===== src/inc/ccu_pkg.sv =====
package ccu_pkg;

  // Register map
  localparam logic [7:0] CCU_FLAG_ADDR = 8'hf2;
  localparam logic [7:0] CCU_PLL_ADDR = 8'hf6;

  // Clock flag register bit positions
  localparam int FLAG_EXT_BIT = 7;
  localparam int FLAG_WDOG_BIT = 6;
  localparam int FLAG_HALTRST_BIT = 5;
  localparam int FLAG_XSTOP_BIT = 4;
  localparam int FLAG_SLOW_BIT = 3;
  localparam int FLAG_ALT_BIT = 2;
  localparam int FLAG_PLLSRC_BIT = 0;

  // PLL configuration field positions
  localparam int PLL_MULT_LSB = 4;
  localparam int PLL_MULT_MSB = 5;
  localparam int PLL_DIV_LSB = 0;
  localparam int PLL_DIV_MSB = 2;

  // Reset values
  localparam logic SLOW_RST = 1'b1;
  localparam logic [1:0] MULT_RST = 2'h0;
  localparam logic [2:0] DIV_OFF = 3'h7;

  // Multiplier codes and the factors they give
  localparam logic [1:0] MULT_C14 = 2'h2;
  localparam logic [1:0] MULT_C10 = 2'h0;
  localparam logic [1:0] MULT_C8 = 2'h3;
  localparam logic [1:0] MULT_C6 = 2'h1;
  localparam logic [3:0] MULT_X14 = 4'he;
  localparam logic [3:0] MULT_X10 = 4'ha;
  localparam logic [3:0] MULT_X8 = 4'h8;
  localparam logic [3:0] MULT_X6 = 4'h6;
  localparam logic [2:0] DIV_STEP = 3'h1;

  // Alternate clock is declared absent after this long without an edge
  localparam int CLK_PERIOD_NS = 10;
  localparam int ALT_LOSS_NS = 2000;
  localparam int ALT_LOSS_CYC = ALT_LOSS_NS / CLK_PERIOD_NS;

  typedef enum logic [1:0] {
    SRC_HALF,
    SRC_PLL,
    SRC_SLOW16,
    SRC_ALT
  } ccu_src_t;

endpackage


===== src/logic/ccu_clock_ctl.sv =====
// Behaviour
// - Stop-exit sets bit 7; software write of 0 clears
// - Reset value reflects watchdog, halt or power-on
// - Bit 6 read-only, set after watchdog reset
// - Bit 5 read-only, set after halt reset unless watchdog also caused the reset
// - Stop enable halts crystal while alt clock active
// - Stop enable reads 0 until alt runs; 0 cancels
// - Divide-by-16 select read/write, toggling raises interrupt
// - Select 0 gives slow clock, PLL off
// - Alt status set only when alt pin toggles
// - Hardware clears PLL source select on five events
// - Bit 0 picks half clock or PLL output
// - Active alternate clock overrides every other source
// - PLL config: multiplier 5:4, divider 2:0
// - Multiplier codes give 14, 10, 8, 6
// - Divider codes divide by code+1; 111 off
// - Halt disables oscillator, holds oscillator clock high
// - Watchdog enabled keeps oscillator running through halt
// - Clock interrupt masked while source select is 0
//
// The plain strobed port was left to the implementer.
`timescale 1ns/1ps

module ccu_clock_ctl
  import ccu_pkg::*;
#(
  parameter int ALT_LOSS = ALT_LOSS_CYC
) (
  input wire logic CLK,
  input wire logic RST,
  input wire logic [7:0] ADDR,
  input wire logic [7:0] WDATA,
  input wire logic WR,
  input wire logic RD,
  output logic [7:0] RDATA,
  input wire logic WDOG_RST_CAUSE,
  input wire logic HALT_RST_CAUSE,
  input wire logic EXT_STOP_EXIT,
  input wire logic ALT_CLOCK_REQUEST,
  input wire logic LOW_POWER_WAIT_ENABLE,
  input wire logic LOW_POWER_WAIT_CLOCK_CHOICE,
  input wire logic INT_SOURCE_SELECT,
  input wire logic WAIT_FOR_IRQ,
  input wire logic WAIT_EXIT,
  input wire logic HALT_EXEC,
  input wire logic WDOG_ENABLED,
  input wire logic ALTERNATE_CLOCK_INPUT,
  output ccu_src_t SRC_SEL,
  output logic PLL_ON,
  output logic [3:0] PLL_MULT,
  output logic [2:0] PLL_DIV,
  output logic XTAL_RUN,
  output logic OSC_HOLD_HIGH,
  output logic CLK_IRQ_N
);

  localparam int CW = $clog2(ALT_LOSS + 1);
  localparam logic [CW-1:0] LOSS_LIM = CW'(ALT_LOSS);
  localparam logic [CW-1:0] CNT_STEP = CW'(1);

  typedef struct packed {
    logic cap_pend;
    logic ext_halt_flag;
    logic wdog_reset_flag;
    logic halt_reset_flag;
    logic xstop_req;
    logic slow_div_select;
    logic alt_clock_active;
    logic pll_source_select;
    logic [1:0] pll_mult_factor;
    logic [2:0] pll_out_divider;
    logic in_lpw;
    logic halted;
    logic alt_s1;
    logic alt_s2;
    logic alt_s3;
    logic [CW-1:0] alt_cnt;
    ccu_src_t src;
    logic pll_on;
    logic [3:0] mult_val;
    logic [2:0] div_val;
    logic xtal_run;
    logic osc_hold;
    logic irq_n;
    logic [7:0] rdata;
  } ccu_state_t;

  ccu_state_t st_r;
  ccu_state_t st_nxt;

  function automatic logic [3:0] mult_decode(input logic [1:0] code);
    case (code)
      MULT_C14: mult_decode = MULT_X14;
      MULT_C10: mult_decode = MULT_X10;
      MULT_C8: mult_decode = MULT_X8;
      MULT_C6: mult_decode = MULT_X6;
      default: mult_decode = MULT_X10;
    endcase
  endfunction

  function automatic logic [7:0] flag_image(input ccu_state_t s);
    logic [7:0] v;
    v = 8'h00;
    v[FLAG_EXT_BIT] = s.ext_halt_flag;
    v[FLAG_WDOG_BIT] = s.wdog_reset_flag;
    v[FLAG_HALTRST_BIT] = s.halt_reset_flag;
    v[FLAG_XSTOP_BIT] = s.xstop_req & s.alt_clock_active;
    v[FLAG_SLOW_BIT] = s.slow_div_select;
    v[FLAG_ALT_BIT] = s.alt_clock_active;
    v[FLAG_PLLSRC_BIT] = s.pll_source_select;
    flag_image = v;
  endfunction

  function automatic logic [7:0] pll_image(input ccu_state_t s);
    logic [7:0] v;
    v = 8'h00;
    v[PLL_MULT_MSB:PLL_MULT_LSB] = s.pll_mult_factor;
    v[PLL_DIV_MSB:PLL_DIV_LSB] = s.pll_out_divider;
    pll_image = v;
  endfunction

  logic wr_flag;
  logic wr_pll;
  assign wr_flag = WR && (ADDR == CCU_FLAG_ADDR);
  assign wr_pll = WR && (ADDR == CCU_PLL_ADDR);

  always_comb begin
    logic alt_present;
    logic alt_want;
    logic xstopped;
    logic lpw_entry;
    logic evt;
    alt_present = 1'b0;
    alt_want = 1'b0;
    xstopped = 1'b0;
    lpw_entry = 1'b0;
    evt = 1'b0;
    st_nxt = st_r;

    // Reset cause is sampled once, in the first cycle after release
    if (st_r.cap_pend) begin
      st_nxt.cap_pend = 1'b0;
      st_nxt.wdog_reset_flag = WDOG_RST_CAUSE;
      st_nxt.halt_reset_flag = HALT_RST_CAUSE && !WDOG_RST_CAUSE;
    end

    // Alternate clock pin: the second and third stages feed the edge check
    st_nxt.alt_s1 = ALTERNATE_CLOCK_INPUT;
    st_nxt.alt_s2 = st_r.alt_s1;
    st_nxt.alt_s3 = st_r.alt_s2;
    if (st_r.alt_s2 != st_r.alt_s3) begin
      st_nxt.alt_cnt = '0;
    end else if (st_r.alt_cnt != LOSS_LIM) begin
      st_nxt.alt_cnt = st_r.alt_cnt + CNT_STEP;
    end
    alt_present = (st_r.alt_cnt != LOSS_LIM);

    if (wr_flag) begin
      // Writing 1 to bit 7 leaves it alone; only 0 clears
      st_nxt.ext_halt_flag = st_r.ext_halt_flag & WDATA[FLAG_EXT_BIT];
      st_nxt.xstop_req = WDATA[FLAG_XSTOP_BIT];
      st_nxt.slow_div_select = WDATA[FLAG_SLOW_BIT];
      st_nxt.pll_source_select = WDATA[FLAG_PLLSRC_BIT];
    end
    // Set beats a clear in the same cycle
    if (EXT_STOP_EXIT) begin
      st_nxt.ext_halt_flag = 1'b1;
    end
    if (wr_pll) begin
      st_nxt.pll_mult_factor = WDATA[PLL_MULT_MSB:PLL_MULT_LSB];
      st_nxt.pll_out_divider = WDATA[PLL_DIV_MSB:PLL_DIV_LSB];
    end

    lpw_entry = WAIT_FOR_IRQ && LOW_POWER_WAIT_ENABLE;
    if (lpw_entry) begin
      st_nxt.in_lpw = 1'b1;
    end else if (WAIT_EXIT) begin
      st_nxt.in_lpw = 1'b0;
    end

    // A request without a live pin never takes effect
    alt_want = ALT_CLOCK_REQUEST ||
      (st_nxt.in_lpw && LOW_POWER_WAIT_CLOCK_CHOICE);
    st_nxt.alt_clock_active = alt_want && alt_present;

    // Watchdog must keep counting, so halt is ignored while it runs
    if (HALT_EXEC && !WDOG_ENABLED) begin
      st_nxt.halted = 1'b1;
    end

    xstopped = st_nxt.xstop_req && st_nxt.alt_clock_active;

    // Clears PLL source select on divider off, stop, halt, wait or slow select 0
    if (st_nxt.pll_out_divider == DIV_OFF || xstopped ||
        st_nxt.halted || lpw_entry || st_nxt.in_lpw ||
        !st_nxt.slow_div_select) begin
      st_nxt.pll_source_select = 1'b0;
    end

    if (st_nxt.alt_clock_active) begin
      st_nxt.src = SRC_ALT;
    end else if (st_nxt.in_lpw || !st_nxt.slow_div_select) begin
      st_nxt.src = SRC_SLOW16;
    end else if (st_nxt.pll_source_select) begin
      st_nxt.src = SRC_PLL;
    end else begin
      st_nxt.src = SRC_HALF;
    end

    st_nxt.pll_on = st_nxt.slow_div_select && !st_nxt.in_lpw &&
      (st_nxt.pll_out_divider != DIV_OFF) && !xstopped &&
      !st_nxt.halted;
    st_nxt.mult_val = mult_decode(st_nxt.pll_mult_factor);
    st_nxt.div_val = st_nxt.pll_out_divider + DIV_STEP;
    st_nxt.xtal_run = !xstopped && !st_nxt.halted;
    st_nxt.osc_hold = st_nxt.halted;

    evt = (st_nxt.slow_div_select != st_r.slow_div_select) ||
      (st_nxt.alt_clock_active != st_r.alt_clock_active) ||
      ((st_nxt.src == SRC_SLOW16) != (st_r.src == SRC_SLOW16));
    st_nxt.irq_n = !(evt && INT_SOURCE_SELECT);

    st_nxt.rdata = 8'h00;
    if (RD) begin
      case (ADDR)
        CCU_FLAG_ADDR: begin
          st_nxt.rdata = flag_image(st_r);
        end
        CCU_PLL_ADDR: begin
          st_nxt.rdata = pll_image(st_r);
        end
        default: st_nxt.rdata = 8'h00;
      endcase
    end
  end

  always_ff @(posedge CLK) begin
    if (RST) begin
      st_r <= '0;
      st_r.cap_pend <= 1'b1;
      st_r.alt_cnt <= LOSS_LIM; // Pin counts as dead until an edge
      st_r.slow_div_select <= SLOW_RST;
      st_r.pll_mult_factor <= MULT_RST;
      st_r.pll_out_divider <= DIV_OFF;
      st_r.src <= SRC_HALF;
      st_r.mult_val <= MULT_X10;
      st_r.xtal_run <= 1'b1;
      st_r.irq_n <= 1'b1;
    end else begin
      st_r <= st_nxt;
    end
  end

  assign RDATA = st_r.rdata;
  assign SRC_SEL = st_r.src;
  assign PLL_ON = st_r.pll_on;
  assign PLL_MULT = st_r.mult_val;
  assign PLL_DIV = st_r.div_val;
  assign XTAL_RUN = st_r.xtal_run;
  assign OSC_HOLD_HIGH = st_r.osc_hold;
  assign CLK_IRQ_N = st_r.irq_n;
endmodule


===== config.mk =====
export PLATFORM = sky130hd
export DESIGN_NAME = ccu_clock_ctl
export DESIGN_NICKNAME = d
export VERILOG_FILES = /design/src/inc/ccu_pkg.sv /design/src/logic/ccu_clock_ctl.sv
export SDC_FILE = /design/constraint.sdc
export NUM_CORES = 1
export LEC_CHECK = 0
export BUFFER_PORTS_ARGS = -buffer_cell sky130_fd_sc_hd__buf_2
export CAP_MARGIN = 10
export CELL_PAD_IN_SITES_DETAIL_PLACEMENT = 1
export CELL_PAD_IN_SITES_GLOBAL_PLACEMENT = 1
export CORE_ASPECT_RATIO = 1.5
export CORE_MARGIN = 4
export CORE_UTILIZATION = 43
export CTS_CLUSTER_SIZE = 12
export DETAILED_ROUTE_END_ITERATION = 7
export PLACE_DENSITY = 0.91
export REMOVE_ABC_BUFFERS = 1
export SYNTH_ARGS = -nofsm -noshare
export SYNTH_HDL_FRONTEND = slang
export SYNTH_SLANG_ARGS = --single-unit
export TNS_END_PERCENT = 30

===== constraint.sdc =====
create_clock -name CLK -period 3.35 [get_ports CLK]
set_input_delay 0 -clock CLK [delete_from_list [all_inputs] [get_ports CLK]]
set_output_delay 0 -clock CLK [all_outputs]
set_load 0.1 [all_outputs]

# [After elaboration in Yosys (flattened, before gate mapping)]
# Index checks and enable logic that the tools add are counted.
[word_totals] output_inout_bits=21 latchBits=0 rom_bits=0 mem_count=0 inputBits=32 ramBits=0 ff_bits=46
[op_classes] multipliers=0 muxes=19 eq_ne=14 order_cmp=0 n_addsub=2 div_mod_pow=0 n_reduce_logical=35 n_shift=0 bitwise_logic=3
[op_table] operator="2-to-1 mux 47 bit" count=1
[op_table] operator="2-to-1 mux 8 bit" count=3
[op_table] operator="== test 8 bit, second input constant" count=2
[op_table] operator="one-hot mux 4 bit (4 select lines)" count=1
[op_table] operator="one-hot mux 8 bit (2 select lines)" count=1
[op_table] operator="logical AND 1 bit" count=14
[op_table] operator="logical OR 1 bit" count=9
[op_table] operator="adder 8 x 1 -> 8 bit, second input constant" count=1
[op_table] operator="== test 2 bit, second input constant" count=4
[op_table] operator="2-to-1 mux 1 bit" count=8
[op_table] operator="2-to-1 mux 2 bit" count=4
[op_table] operator="inequality test 8 bit, second input constant" count=1
[op_table] operator="logical NOT 1 bit" count=7
[op_table] operator="2-to-1 mux 5 bit" count=1
[op_table] operator="inequality test 1 bit" count=4
[op_table] operator="nonzero test 2 bit" count=2
[op_table] operator="OR reduction 2 bit" count=2
[op_table] operator="adder 3 x 1 -> 3 bit, second input constant" count=1
[op_table] operator="== test 3 bit, second input constant" count=1
[op_table] operator="inequality test 3 bit, second input constant" count=1
[op_table] operator="AND 1 bit" count=2
[op_table] operator="== test 2 x 1 -> 1 bit, second input constant" count=1
[op_table] operator="logical NOT 2 bit" count=1
[op_table] operator="NOT 1 bit" count=1

# [Depth between registers and ports, before layout]
[logic_depth] ltp_word=21 depth_mapped=10

# [Worst setup path before layout]
# No wires, ideal clock.
[synth_timing] path_type="input -> register" from="input port ADDR[6]" to="register st_r, in the netlist SRC_SEL[0]" cell_stages=9 path_slack_ps=1292 setup_ps=88 arrival_ps=1969 n_path_buf=1 path_cell_list="and4_1 buf_2 nand4_2 mux2_2 ha_1 ha_1 a2111oi_0 o211ai_2 o32ai_2"
[synth_rtl] element="from (decl)" line_no="ccu_clock_ctl.sv:31" rtl="input wire logic [7:0] ADDR,"
[synth_rtl] element="to (signal assigned)" line_no="ccu_clock_ctl.sv:250" rtl="st_r <= st_nxt;"
[synth_rtl] element="to (decl)" line_no="ccu_clock_ctl.sv:88" rtl="ccu_state_t st_r;"

==> run metrics <==
PwrDens 486 nW/um^2; fraction of layout cells with a size suffix above 1 32.5%; Synth top cells by count dfxtp_1 (45), buf_4 (17), nor2_1 (17); Via density 5.14; WP buf/inv 2; initial antenna violation count 0; routed length per instance 15.8 um; status complete, no violations; number of global-route vias before repair 1727; crit end category flip-flop; final worst slack 0.996 ns; max frequency 425 MHz; drt first pass iters 4; Area contributors post-synth dfxtp_1 (44%), buf_4 (6.2%), ha_1 (3.7%); starting density of the core 44.7%; cells after synthesis 202; 1st-iter DRT viols 56; Synth Register Bits 45; Ports 53; Yosys warnings 0; worst hold path type in -> reg; GRT Overall Usage 17.1%; crit share post-route 70.3%; Worst VDD drop 0.281 mV; first-pass GRT wire length 8040 um; Largest stage delay, worst path 0.55 ns; Slew Viols, Final 0; Post-Synthesis Cell Area 2050 sq um; Hold Path Cell Cnt 3; crit-path max FO 5; number of synthesized flops with an enable pin 0; core area 4580 sq um; Final setup viols 0; min Tclk post-route 2.35 ns; WS Path Type in -> reg; CTS tree built; Power Total 1.14 mW; Pleak 1.04 nW; CP dominant cell by count ha_1; via count 1578; Crit path required time 3.55 ns; Post-CTS Setup Bufs 0; Setup WS pre-CTS 0.704 ns; gp weighted congestion 0.757; die area 5950 sq um; Max clock buf depth 2; Clock transition at path regs 0.08 ns; input/output buffers 50; Yosys top cell area share 44.0%; Relative slew margins 53.3%; crit-path cells buf_2 -> nor3b_1 -> nand4_2 -> mux2i_1 -> inv_1 -> ha_1 -> ha_1 -> a2111oi_0 -> o211ai_2 -> o32ai_2; max cap viols 0; Yosys top cell by area dfxtp_1; ys async rst share 0%; CP arrival 2.55 ns; die extent in x 64.3 um; CTS resizes 0; post-synthesis sequential area ratio 44.0%; CTS Hold Buffers Added 4; prevailing post-synth register cell dfxtp_1; slowest cell on the critical path a2111oi_0; Clock Latency Late Sink 0.30 ns; setup skew after layout 0.0113 ns; grt ovf 0; final hold viol count 0; Layout area overhead 14.4%; critical path's top delay family compound AO/OA/AOI/OAI gates; startpoint types input port; Num CTS Buffers 5; R2R depth 7; DP Wirelength 3620 um; Max H-tree Level 2; Std-Cell Rows 30; Layout Nets 280; Clock Tree Root clkbuf_8; Die Span Y 92.5 um; most frequent cell after synthesis dfxtp_1; Mapped Avg Cell Area 10.1 sq um; pin count of the biggest net entering global routing 37; detailed-route wire length 4860 um; cell count along the critical path 10; Yosys cell types 55; Worst Tran Pin Value 0.683 ns; CTS Sinks 45; Remaining DRCs 0; RSZ-0062 raised after global routing no; number of inserted diodes 0; setup total negative slack 0 ns; DRT antenna net count 0
## worst reg2reg max path, cell delays in order (launching register included)
cell,delay (ns)
dfxtp_1,0.33
mux2i_1,0.24
inv_1,0.08
ha_1,0.21
ha_1,0.19
a2111oi_0,0.55
o211ai_2,0.24
o32ai_2,0.31
## flip-flops by register name, summed over array words and instances (netlist names)
register and flops:
XTAL_RUN 1, SRC_SEL 2, PLL_DIV 3, CLK_IRQ_N 1, st_r 23, PLL_ON 1, RDATA 8, st_nxt 2
PLL_MULT 3, OSC_HOLD_HIGH 1
## report_power, final
part	leakage (nW)	internal [mW]	switching, mW
clock	0.0439	0.144	0.179
combinational	0.628	0.0808	0.150
sequential	0.367	0.562	0.0231
total	1.04	0.787	0.353
## area by class of cell
type / instances / area, sq um
well taps: 64 / 80.1
multi-input cells: 125 / 943
clock inverters: 3 / 17.5
clock buffers: 5 / 68.8
flip-flops and latches: 45 / 901
repair buffers: 54 / 290
fillers: 555 / 2240
inverters: 11 / 41.3
## cell usage in the layout (no fill, tap or decap), types with 2 or more instances in the layout
| cell | synthesis | layout |
|---|---|---|
| a22oi_1 | 3 | 3 |
| nand2b_1 | 6 | 6 |
| clkbuf_8 | 1 | 5 |
| nor3_1 | 3 | 3 |
| mux2_2 | 3 | 3 |
| o21bai_1 | 4 | 4 |
| o21ai_0 | 2 | 2 |
| a32oi_1 | 2 | 2 |
| inv_1 | 11 | 11 |
| ha_1 | 6 | 6 |
| xnor2_1 | 4 | 4 |
| nor4_1 | 2 | 2 |
| or2_2 | 3 | 3 |
| xor2_1 | 5 | 5 |
| nand3_1 | 3 | 3 |
| dfxtp_1 | 45 | 45 |
| a21oi_1 | 4 | 4 |
| nand2_1 | 4 | 4 |
| and2_1 | 2 | 2 |
| nand4_1 | 5 | 5 |
| nor2b_1 | 10 | 10 |
| and3_1 | 4 | 4 |
| buf_2 | 1 | 50 |
| dlygate4sd3_1 | 0 | 4 |
| clkinv_2 | 0 | 2 |
| a31oi_1 | 2 | 2 |
| nor2_1 | 17 | 17 |
| mux2i_1 | 5 | 5 |
## stage by stage
stage	cell area (sq um)	util, %	cells	hold slack, ns
global route	2340	51.1	307	0.0311
floorplan	1890	-	181	0.0277
finish	2340	51.1	307	0.0173
CTS	2340	51.1	307	0.00209
detailed placement	2220	48.4	295	0.217
global placement	2220	48.4	295	0.209
## logic make-up after synthesis
group | count (synthesis) | share of synthesized area, %
AOI/OAI and AO/OA | 28 | 11.5
xor gates and xnor gates | 9 | 3.85
adders and majority gates | 6 | 3.67
buffers and inverters | 32 | 9.90
DFF | 45 | 44.0
muxes | 8 | 4.10
other | 1 | 0.183
and+or+nand+nor | 73 | 22.8
## path summary, 6_finish.rpt
kind	start	endpoint	slack, ns
setup reg to reg	st_r[34]	SRC_SEL[0]	1.12
hold / removal	WDATA[0]	st_r[34]	0.02
setup / recovery	ADDR[0]	SRC_SEL[0]	1.0
hold reg to reg	st_nxt[30]	st_nxt[29]	0.45
## per-layer routing
metal  routed length (um)  vias up  global-route usage (%)
li1                     -      761                       -
met1                 1930      765                    19.0
met2                 2600       44                    30.8
met3                  222        8                    3.64
met4                  116        0                    7.41
met5                    0        -                       0
Power figures use the tool's default switching activity.
